**config.mk**
```make
export PLATFORM = sky130hd
export DESIGN_NAME = pfs_pad_function_select
export DESIGN_NICKNAME = d
export VERILOG_FILES = /design/src/design/pfs_pkg.sv /design/src/design/pfs_pad_function_select.sv
export SDC_FILE = /design/constraint.sdc
export NUM_CORES = 1
export LEC_CHECK = 0
export BUFFER_PORTS_ARGS = -buffer_cell sky130_fd_sc_hd__buf_2
export CAP_MARGIN = 20
export CORE_MARGIN = 1.5
export CORE_UTILIZATION = 25
export CTS_CLUSTER_DIAMETER = 40
export DETAILED_ROUTE_END_ITERATION = 10
export RECOVER_POWER = 100
export SYNTH_ARGS = -nofsm -noshare
export SYNTH_HDL_FRONTEND = slang
export SYNTH_SLANG_ARGS = --single-unit
```
**constraint.sdc**
```tcl
create_clock -name i_ref_clk -period 5.5 [get_ports i_ref_clk]
set_clock_uncertainty 0.15 [all_clocks]
set_input_delay 0.55 -clock i_ref_clk [delete_from_list [all_inputs] [get_ports i_ref_clk]]
set_output_delay 0.55 -clock i_ref_clk [all_outputs]
set_load 0.005 [all_outputs]
```
**src/design/pfs_pkg.sv**
```systemverilog
package pfs_pkg;

   // ************************************************************
   // Sizes
   // ************************************************************
   localparam int NUM_PADS  = 8;
   localparam int NUM_FUNCS = 8;
   localparam int NUM_PERIN = 8;
   localparam int SEL_W     = 3;
   localparam int PIN_W     = 4;

   // ************************************************************
   // Encodings
   // ************************************************************
   localparam logic [SEL_W-1:0] MODE_PRIMARY   = 3'h0;
   localparam logic [SEL_W-1:0] MODE_REL_DFLT  = 3'h7;
   localparam logic [1:0]       DESEL_ZERO     = 2'h0;
   localparam logic [1:0]       DESEL_ONE      = 2'h1;
   localparam logic [1:0]       DESEL_PAD      = 2'h2;
   localparam logic [2:0]       RST_DRIVE0     = 3'h0;
   localparam logic [2:0]       RST_DRIVE1     = 3'h1;
   localparam logic [2:0]       RST_FLOAT      = 3'h2;
   localparam logic [2:0]       RST_FLOAT_PD   = 3'h3;
   localparam logic [2:0]       RST_FLOAT_PU   = 3'h4;
   localparam logic [PIN_W-1:0] PIN_NONE       = 4'hF;

   // ************************************************************
   // Reset values of one pad setup register, default pad reset state and deselect value
   // ************************************************************
   localparam logic             RX_ON_RST      = 1'h1;
   localparam logic             DRV_OFF_RST    = 1'h1;
   localparam logic             PULL_EN_RST    = 1'h0;
   localparam logic             PULL_UP_RST    = 1'h0;
   localparam logic [2:0]       PAD_RST_STATE  = 3'h2;
   localparam logic [1:0]       DESEL_DFLT     = 2'h0;

   // Pad setup register fields
   typedef struct packed {
      logic             receiver_on;
      logic             driver_off;
      logic             pull_en;
      logic             pull_up;
      logic [SEL_W-1:0] func_sel;
   } pfs_pad_setup_t;

   // Drive toward one pad buffer
   typedef struct packed {
      logic out;
      logic oe_n;
      logic rx_en;
      logic pull_en;
      logic pull_up;
   } pfs_pad_drive_t;

endpackage : pfs_pkg

```
**src/design/pfs_pad_function_select.sv**
```systemverilog
`timescale 1ns/100ps
module pfs_pad_function_select #(
   parameter logic [pfs_pkg::NUM_PADS*pfs_pkg::SEL_W-1:0] REL_MODES =
      {pfs_pkg::NUM_PADS{pfs_pkg::MODE_REL_DFLT}},
   parameter logic [pfs_pkg::NUM_PADS*3-1:0] RST_STATES =
      {pfs_pkg::NUM_PADS{pfs_pkg::PAD_RST_STATE}},
   parameter logic [pfs_pkg::NUM_PERIN*2-1:0] DESEL_VALS =
      {pfs_pkg::NUM_PERIN{pfs_pkg::DESEL_DFLT}},
   parameter int MCU_STRAP_W  = 4,
   parameter int MAIN_STRAP_W = 4
) (
   // Clock and resets
   input  wire logic                                   i_ref_clk,
   input  wire logic                                   i_rst,
   input  wire logic                                   i_mcu_poweron_reset_out,
   input  wire logic                                   i_main_poweron_reset_out,
   input  wire logic                                   i_reset_release,
   // Software configuration
   input  wire logic [pfs_pkg::NUM_PADS-1:0]           i_cfg_wr,
   input  wire pfs_pkg::pfs_pad_setup_t                i_cfg_wdata,
   output pfs_pkg::pfs_pad_setup_t [pfs_pkg::NUM_PADS-1:0] o_pad_setup_register,
   // Input routing, one pin_select_register per peripheral input
   input  wire logic [pfs_pkg::NUM_PERIN*pfs_pkg::PIN_W-1:0] i_pin_select_register,
   // Peripheral function ports, indexed pad*8+func
   input  wire logic [pfs_pkg::NUM_PADS*pfs_pkg::NUM_FUNCS-1:0] i_func_out,
   input  wire logic [pfs_pkg::NUM_PADS*pfs_pkg::NUM_FUNCS-1:0] i_func_oe,
   output logic      [pfs_pkg::NUM_PERIN-1:0]          o_periph_in,
   // Pads
   input  wire logic [pfs_pkg::NUM_PADS-1:0]           i_pad_in,
   output pfs_pkg::pfs_pad_drive_t [pfs_pkg::NUM_PADS-1:0] o_pad_drive,
   // Boot straps, taken from fixed pads
   output logic      [MCU_STRAP_W-1:0]                 o_mcu_boot_straps,
   output logic      [MAIN_STRAP_W-1:0]                o_main_boot_straps
);

   // ************************************************************
   // Pin synchronisers
   // ************************************************************
   localparam int SYW = pfs_pkg::NUM_PADS + 3;
   logic [SYW-1:0] sy1_reg;
   logic [SYW-1:0] sy2_reg;
   logic [SYW-1:0] sy3_reg;
   logic [SYW-1:0] stable_reg;
   wire  [SYW-1:0] sy_raw = {i_reset_release, i_main_poweron_reset_out,
                             i_mcu_poweron_reset_out, i_pad_in};
   // A change counts only once flops two and three agree,
   // so a one-cycle glitch on a pin never reaches the filtered level
   wire  [SYW-1:0] agree  = ~(sy2_reg ^ sy3_reg);
   wire  [SYW-1:0] stable_next = (agree & sy3_reg) | (~agree & stable_reg);

   always_ff @(posedge i_ref_clk or posedge i_rst) begin
      if (i_rst) begin
         sy1_reg    <= '0;
         sy2_reg    <= '0;
         sy3_reg    <= '0;
         stable_reg <= '0;
      end else begin
         sy1_reg    <= sy_raw;
         sy2_reg    <= sy1_reg;
         sy3_reg    <= sy2_reg;
         stable_reg <= stable_next;
      end
   end

   wire [pfs_pkg::NUM_PADS-1:0] pad_lvl = stable_reg[pfs_pkg::NUM_PADS-1:0];
   wire mcu_por  = stable_reg[pfs_pkg::NUM_PADS];
   wire main_por = stable_reg[pfs_pkg::NUM_PADS+1];
   wire rel      = stable_reg[pfs_pkg::NUM_PADS+2];

   // ************************************************************
   // Edge detection and strap capture
   // ************************************************************
   logic mcu_por_d_reg;
   logic main_por_d_reg;
   logic rel_d_reg;
   wire  mcu_rise  = mcu_por & ~mcu_por_d_reg;
   wire  main_rise = main_por & ~main_por_d_reg;
   wire  rel_fall  = ~rel & rel_d_reg;

   // Delay flops reset to the filtered level, so no false edge follows reset
   always_ff @(posedge i_ref_clk or posedge i_rst) begin
      if (i_rst) begin
         mcu_por_d_reg  <= 1'b0;
         main_por_d_reg <= 1'b0;
         rel_d_reg      <= 1'b0;
      end else begin
         mcu_por_d_reg  <= mcu_por;
         main_por_d_reg <= main_por;
         rel_d_reg      <= rel;
      end
   end

   // Straps share the low pads; captured in clocked logic, never at reset
   always_ff @(posedge i_ref_clk or posedge i_rst) begin
      if (i_rst) begin
         o_mcu_boot_straps  <= '0;
         o_main_boot_straps <= '0;
      end else begin
         if (mcu_rise) begin
            o_mcu_boot_straps <= pad_lvl[MCU_STRAP_W-1:0];
         end
         if (main_rise) begin
            o_main_boot_straps <= pad_lvl[MAIN_STRAP_W-1:0];
         end
      end
   end

   // ************************************************************
   // Power-on reset state
   // ************************************************************
   // Held in power-on reset while either reset output is low
   wire in_por = ~mcu_por | ~main_por;

   // ************************************************************
   // Pad setup registers and pad drive
   // ************************************************************
   genvar p;
   generate
      for (p = 0; p < pfs_pkg::NUM_PADS; p++) begin : g_pad
         pfs_pkg::pfs_pad_setup_t setup_reg;
         pfs_pkg::pfs_pad_drive_t drv_next;
         wire [2:0] rst_st = RST_STATES[p*3 +: 3];
         // Unused function slots carry whatever the peripheral side ties off
         wire [pfs_pkg::SEL_W-1:0] sel = setup_reg.func_sel;
         wire fo  = i_func_out[p*pfs_pkg::NUM_FUNCS + int'(sel)];
         wire foe = i_func_oe[p*pfs_pkg::NUM_FUNCS + int'(sel)];
         wire run_drv = ~setup_reg.driver_off & foe;

         // Fixed reset state, decoded once per pad; spare codes float
         wire rst_out  = (rst_st == pfs_pkg::RST_DRIVE1);
         wire rst_drv  = (rst_st == pfs_pkg::RST_DRIVE0) |
                         (rst_st == pfs_pkg::RST_DRIVE1);
         wire rst_pull = (rst_st == pfs_pkg::RST_FLOAT_PD) |
                         (rst_st == pfs_pkg::RST_FLOAT_PU);
         wire rst_up   = (rst_st == pfs_pkg::RST_FLOAT_PU);

         // Receiver off in power-on reset; straps use the synchronised, filtered pad level
         always_comb begin
            if (in_por) begin
               drv_next.out     = rst_out;
               drv_next.oe_n    = ~rst_drv;
               drv_next.rx_en   = 1'b0;
               drv_next.pull_en = rst_pull;
               drv_next.pull_up = rst_up;
            end else begin
               drv_next.out     = fo;
               drv_next.oe_n    = ~run_drv;
               drv_next.rx_en   = setup_reg.receiver_on;
               drv_next.pull_en = setup_reg.pull_en;
               drv_next.pull_up = setup_reg.pull_up;
            end
         end

         // A default-mode load beats a software write in the same cycle
         always_ff @(posedge i_ref_clk or posedge i_rst) begin
            if (i_rst) begin
               setup_reg.receiver_on <= pfs_pkg::RX_ON_RST;
               setup_reg.driver_off  <= pfs_pkg::DRV_OFF_RST;
               setup_reg.pull_en     <= pfs_pkg::PULL_EN_RST;
               setup_reg.pull_up     <= pfs_pkg::PULL_UP_RST;
               setup_reg.func_sel    <= pfs_pkg::MODE_PRIMARY;
               o_pad_drive[p]        <= '{out: 1'b0, oe_n: 1'b1, rx_en: 1'b0,
                                          pull_en: 1'b0, pull_up: 1'b0};
            end else begin
               if (rel_fall) begin
                  setup_reg.func_sel <= REL_MODES[p*pfs_pkg::SEL_W +: pfs_pkg::SEL_W];
               end else if (i_cfg_wr[p]) begin
                  setup_reg <= i_cfg_wdata;
               end
               o_pad_drive[p] <= drv_next;
            end
         end
         assign o_pad_setup_register[p] = setup_reg;
      end
   endgenerate

   // ************************************************************
   // Peripheral input routing
   // ************************************************************
   genvar q;
   generate
      for (q = 0; q < pfs_pkg::NUM_PERIN; q++) begin : g_in
         wire [pfs_pkg::PIN_W-1:0] psel =
            i_pin_select_register[q*pfs_pkg::PIN_W +: pfs_pkg::PIN_W];
         // Out-of-range select counts as unrouted; doubles are software's fault
         wire routed = (psel < pfs_pkg::PIN_W'(pfs_pkg::NUM_PADS));
         wire [2:0] pidx = psel[2:0];
         // Receiver gating: a routed input reads 0 while its pad receiver is off
         wire rx_ok  = o_pad_setup_register[pidx].receiver_on & ~in_por;
         wire [1:0] dv = DESEL_VALS[q*2 +: 2];
         // Input q has pad q as its home pad; needs as many pads as inputs
         wire desel_one = (dv == pfs_pkg::DESEL_ONE);
         wire desel_pad = (dv == pfs_pkg::DESEL_PAD);
         wire dsel = desel_one | (desel_pad & pad_lvl[q]);
         wire in_next = routed ? (rx_ok & pad_lvl[pidx]) : dsel;

         // Registered, so a select change never glitches a peripheral input
         always_ff @(posedge i_ref_clk or posedge i_rst) begin
            if (i_rst) begin
               o_periph_in[q] <= 1'b0;
            end else begin
               o_periph_in[q] <= in_next;
            end
         end
      end
   endgenerate

endmodule : pfs_pad_function_select

```
==> summary.md <==
| Metric | Value |
|---|---|
| Status | finished with violations |
| Failing checks | max-capacitance violations, max-slew violations |
| Placed insts | ~1,100 |
| Avg Inst Size Synth | 14.9 sq um |
| Max VDD drop | 184 uV |
| Antenna Nets Post-Route | 0 |
| Initial Util | 0.256 |
| First-pass GRT wire length | 32.3 mm |
| Die width | 172 um |
| CP Class | in -> async |
| IO Port Bufs | 299 |
| RSZ-0062 raised after global routing | no |
| Synth Register Bits | 159 |
| Vias in the first global route | roughly 5,400 |
| All-Layer GR Usage | 0.149 |
| YS warnings | 0 |
| Die height | roughly 170 um |
| Max frequency | approximately 360 MHz |
| P per Cell Area | roughly 330 nW/um^2 |
| Sequential share of the synthesized area | 0.560 |
| Clock power frac | 0.381 |
| Placeable Area | roughly 28,000 sq um |
| Worst Tran Pin Value | 2.96 ns |
| Crit start category | primary input |
| P&R area growth vs syn | 32.8% |
| Hold Buf Count CTS | 0 |
| Layout Cells excl Fill | roughly 1,200 |
| Post-CTS Setup Inserts | 0 |
| Vias | between 5,000 and 6,000 |
| Layout Nets | around 970 |
| # DRC | 0 |
| Path type of the worst min-delay path | in -> reg |
| Grt total ovfl | 0 |
| Final hold violations | 0 |
| Die area | just under 30,000 sq um |
| Post-DP HPWL | 16.1 mm |
| Share of cells above drive strength 1 | 0.404 |
| Initial antenna violation count | 0 |
| Worst EP required | slightly below 6 ns |
| Clock Latency Late Sink | roughly 0.42 ns |
| Max-cap violations | 3 |
| Sw Share | 0.277 |
| Seq pwr share | 0.454 |
| CTS max path bufs | 2 |
| Setup violators final | 0 |
| Post-synth cell types | 29 |
| N_diodes | 0 |
| Slew margin rel. | -0.984 |
| Setup TNS | 0 ns |
| Initial DRT Pass Iterations | 4 |
| Total CTS buffers | 17 |
| Avg Vias per Cell | roughly 4.5 |
| Register area | around 4000 sq um |
| Largest Register | o_pad_drive |
| Leakage | between 4 and 5 nW |
| Register-to-Register Path Depth | 3 |
| CTS H-tree depth | 4 |
| Pins Over Slew Limit | about 140 |
| I/O Pins | 300 |
| Combinational fraction of design power | 0.165 |
| Clock transition at path regs | 0.06 ns |
| WHS Path Cells | 1 |
| # fillers | around 2,800 |
| Critical Path Fanout Max | 66 |
| Synthesized area | ~7200 sq um |
| Clock root cell | clkbuf_16 |
| CTS tree | yes |
| Drt total wl | approximately 22 mm |
| Wirelength per Cell | 18.7 um |
| GPL Wtd Cong | between 0.8 and 0.9 |
| Total power draw | around 3.2 mW |
| Crit end category | async pin |
| CTS sink cnt | 159 |
| First DRT Iteration DRCs | about 240 |
| Int Power | between 2 and 2.5 mW |
| Post-CTS Resized | 0 |
| Sw power | a little under 0.9 mW |
| Syn nets | between 600 and 700 |
| Row count | approximately 60 |
| Area occupied by multi-input gates | between 2000 and 3000 sq um |
| Synth Instances | a little under 500 |
| Crit path time final | 2.79 ns |
| Hold Crit Start | i_reset_release |
| Crit. Startpoint | i_rst |
| Largest net degree at the start of global routing | 67 |
| Fin crit share | 0.508 |
| Worst path arrival time | between 3 and 4 ns |
| Max FFs per register | 40 |
layer usage:
metal / GRT usage / share of wire / up-vias
met4: 0.0507 / 0.016 / 0
met1: 0.200 / 0.46 / 2698
met5: 0 / 0 / -
met3: 0.0284 / 0.039 / 18
met2: 0.239 / 0.48 / 151
li1: - / - / 2427
power groups by stage:
stage	logic, mW	registers (mW)	clock network (mW)
detailed placement	0.555	1.47	0
floorplan	0.307	1.43	0
finish	0.527	1.45	1.21
global route	0.583	1.47	1.31
CTS	0.557	1.45	1.27
global placement	0.548	1.47	0
stage by stage:
| step | setup WS, ns | hold WS, ns | util | area [sq um] |
|---|---|---|---|---|
| 6_report | 2.71 | 0.0905 | 0.340 | 9510 |
| 3_3_place_gp | 3.53 | 0.183 | 0.322 | 9020 |
| 5_1_grt | 2.15 | 0.0670 | 0.340 | 9510 |
| 3_5_place_dp | 3.52 | 0.185 | 0.322 | 9020 |
| 2_1_floorplan | 0.548 | 0.181 | - | 7160 |
| 4_1_cts | 3.48 | 0.0674 | 0.344 | 9630 |
synthesized netlist by cell type:
master | number | area share
nand2b_1 | 3 | 0.0026
o211ai_1 | 12 | 0.013
nand3_1 | 4 | 0.0028
mux4_1 | 36 | 0.13
mux4_2 | 4 | 0.013
buf_4 | 3 | 0.0031
o2111ai_1 | 6 | 0.0073
maj3_1 | 11 | 0.015
inv_1 | 7 | 0.0037
and3_1 | 36 | 0.031
buf_6 | 7 | 0.011
or2_2 | 2 | 0.0017
clkbuf_1 | 9 | 0.0047
a2111o_1 | 2 | 0.0031
or3_1 | 8 | 0.0070
a211o_1 | 2 | 0.0024
mux2i_1 | 40 | 0.056
and3b_1 | 18 | 0.022
mux2_2 | 40 | 0.063
nor2_1 | 14 | 0.0073
dfrtp_1 | 135 | 0.47
dfstp_2 | 24 | 0.088
buf_1 | 3 | 0.0016
o211ai_2 | 2 | 0.0035
nand2_2 | 2 | 0.0017
nand2_1 | 41 | 0.021
buf_2 | 2 | 0.0014
nand4b_1 | 4 | 0.0049
nand3b_1 | 4 | 0.0042
cells by family after synthesis:
kind of cell | count (synthesis) | share of synthesized area
DFF | 159 | 0.560
and+or+nand+nor | 136 | 0.107
muxes | 120 | 0.263
buffers and inverters | 31 | 0.0255
AOI/OAI and AO/OA | 24 | 0.0290
adders and majority gates | 11 | 0.0154
layout by cell type (no fill, tap or decap), types with 6 or more instances in the layout:
| master | n |
|---|---|
| mux2_2 | 40 |
| maj3_1 | 11 |
| dfstp_1 | 14 |
| inv_1 | 6 |
| nor2_1 | 14 |
| dfrtp_1 | 135 |
| nand2_1 | 41 |
| o211ai_1 | 14 |
| mux4_1 | 36 |
| mux2i_1 | 40 |
| dfstp_2 | 10 |
| clkbuf_16 | 17 |
| o2111ai_1 | 6 |
| buf_2 | 228 |
| clkbuf_1 | 74 |
| and3_1 | 36 |
| or3_1 | 8 |
| and3b_1 | 18 |
area by class of cell:
type / instances / share of cell area
repair buffers: 304 / 0.151
multi-input cells: 291 / 0.311
flip-flops and latches: 159 / 0.421
inverters: 7 / 0.00289
clock buffers: 20 / 0.0480
clock inverters: 12 / 0.0158
well taps: 378 / 0.0497
final timing paths:
path	end	slack (ns)
min in group asynchronous	o_main_boot_straps[3]$_DFFE_PP0P_	0.83
max in group i_ref_clk	o_main_boot_straps[2]$_DFFE_PP0P_	2.77
max	o_pad_setup_register[52]$_DFFE_PP0P_	2.71
max reg2reg	o_main_boot_straps[2]$_DFFE_PP0P_	2.77
min	sy1_reg[10]$_DFF_PP0_	0.09
min reg2reg	sy2_reg[3]$_DFF_PP0_	0.20
worst max-delay path: stages:
cell        delay (ns)
buf_2             0.10
clkinvlp_2        1.66
buf_4             0.76
No activity file was read; power rests on OpenSTA's default activity.
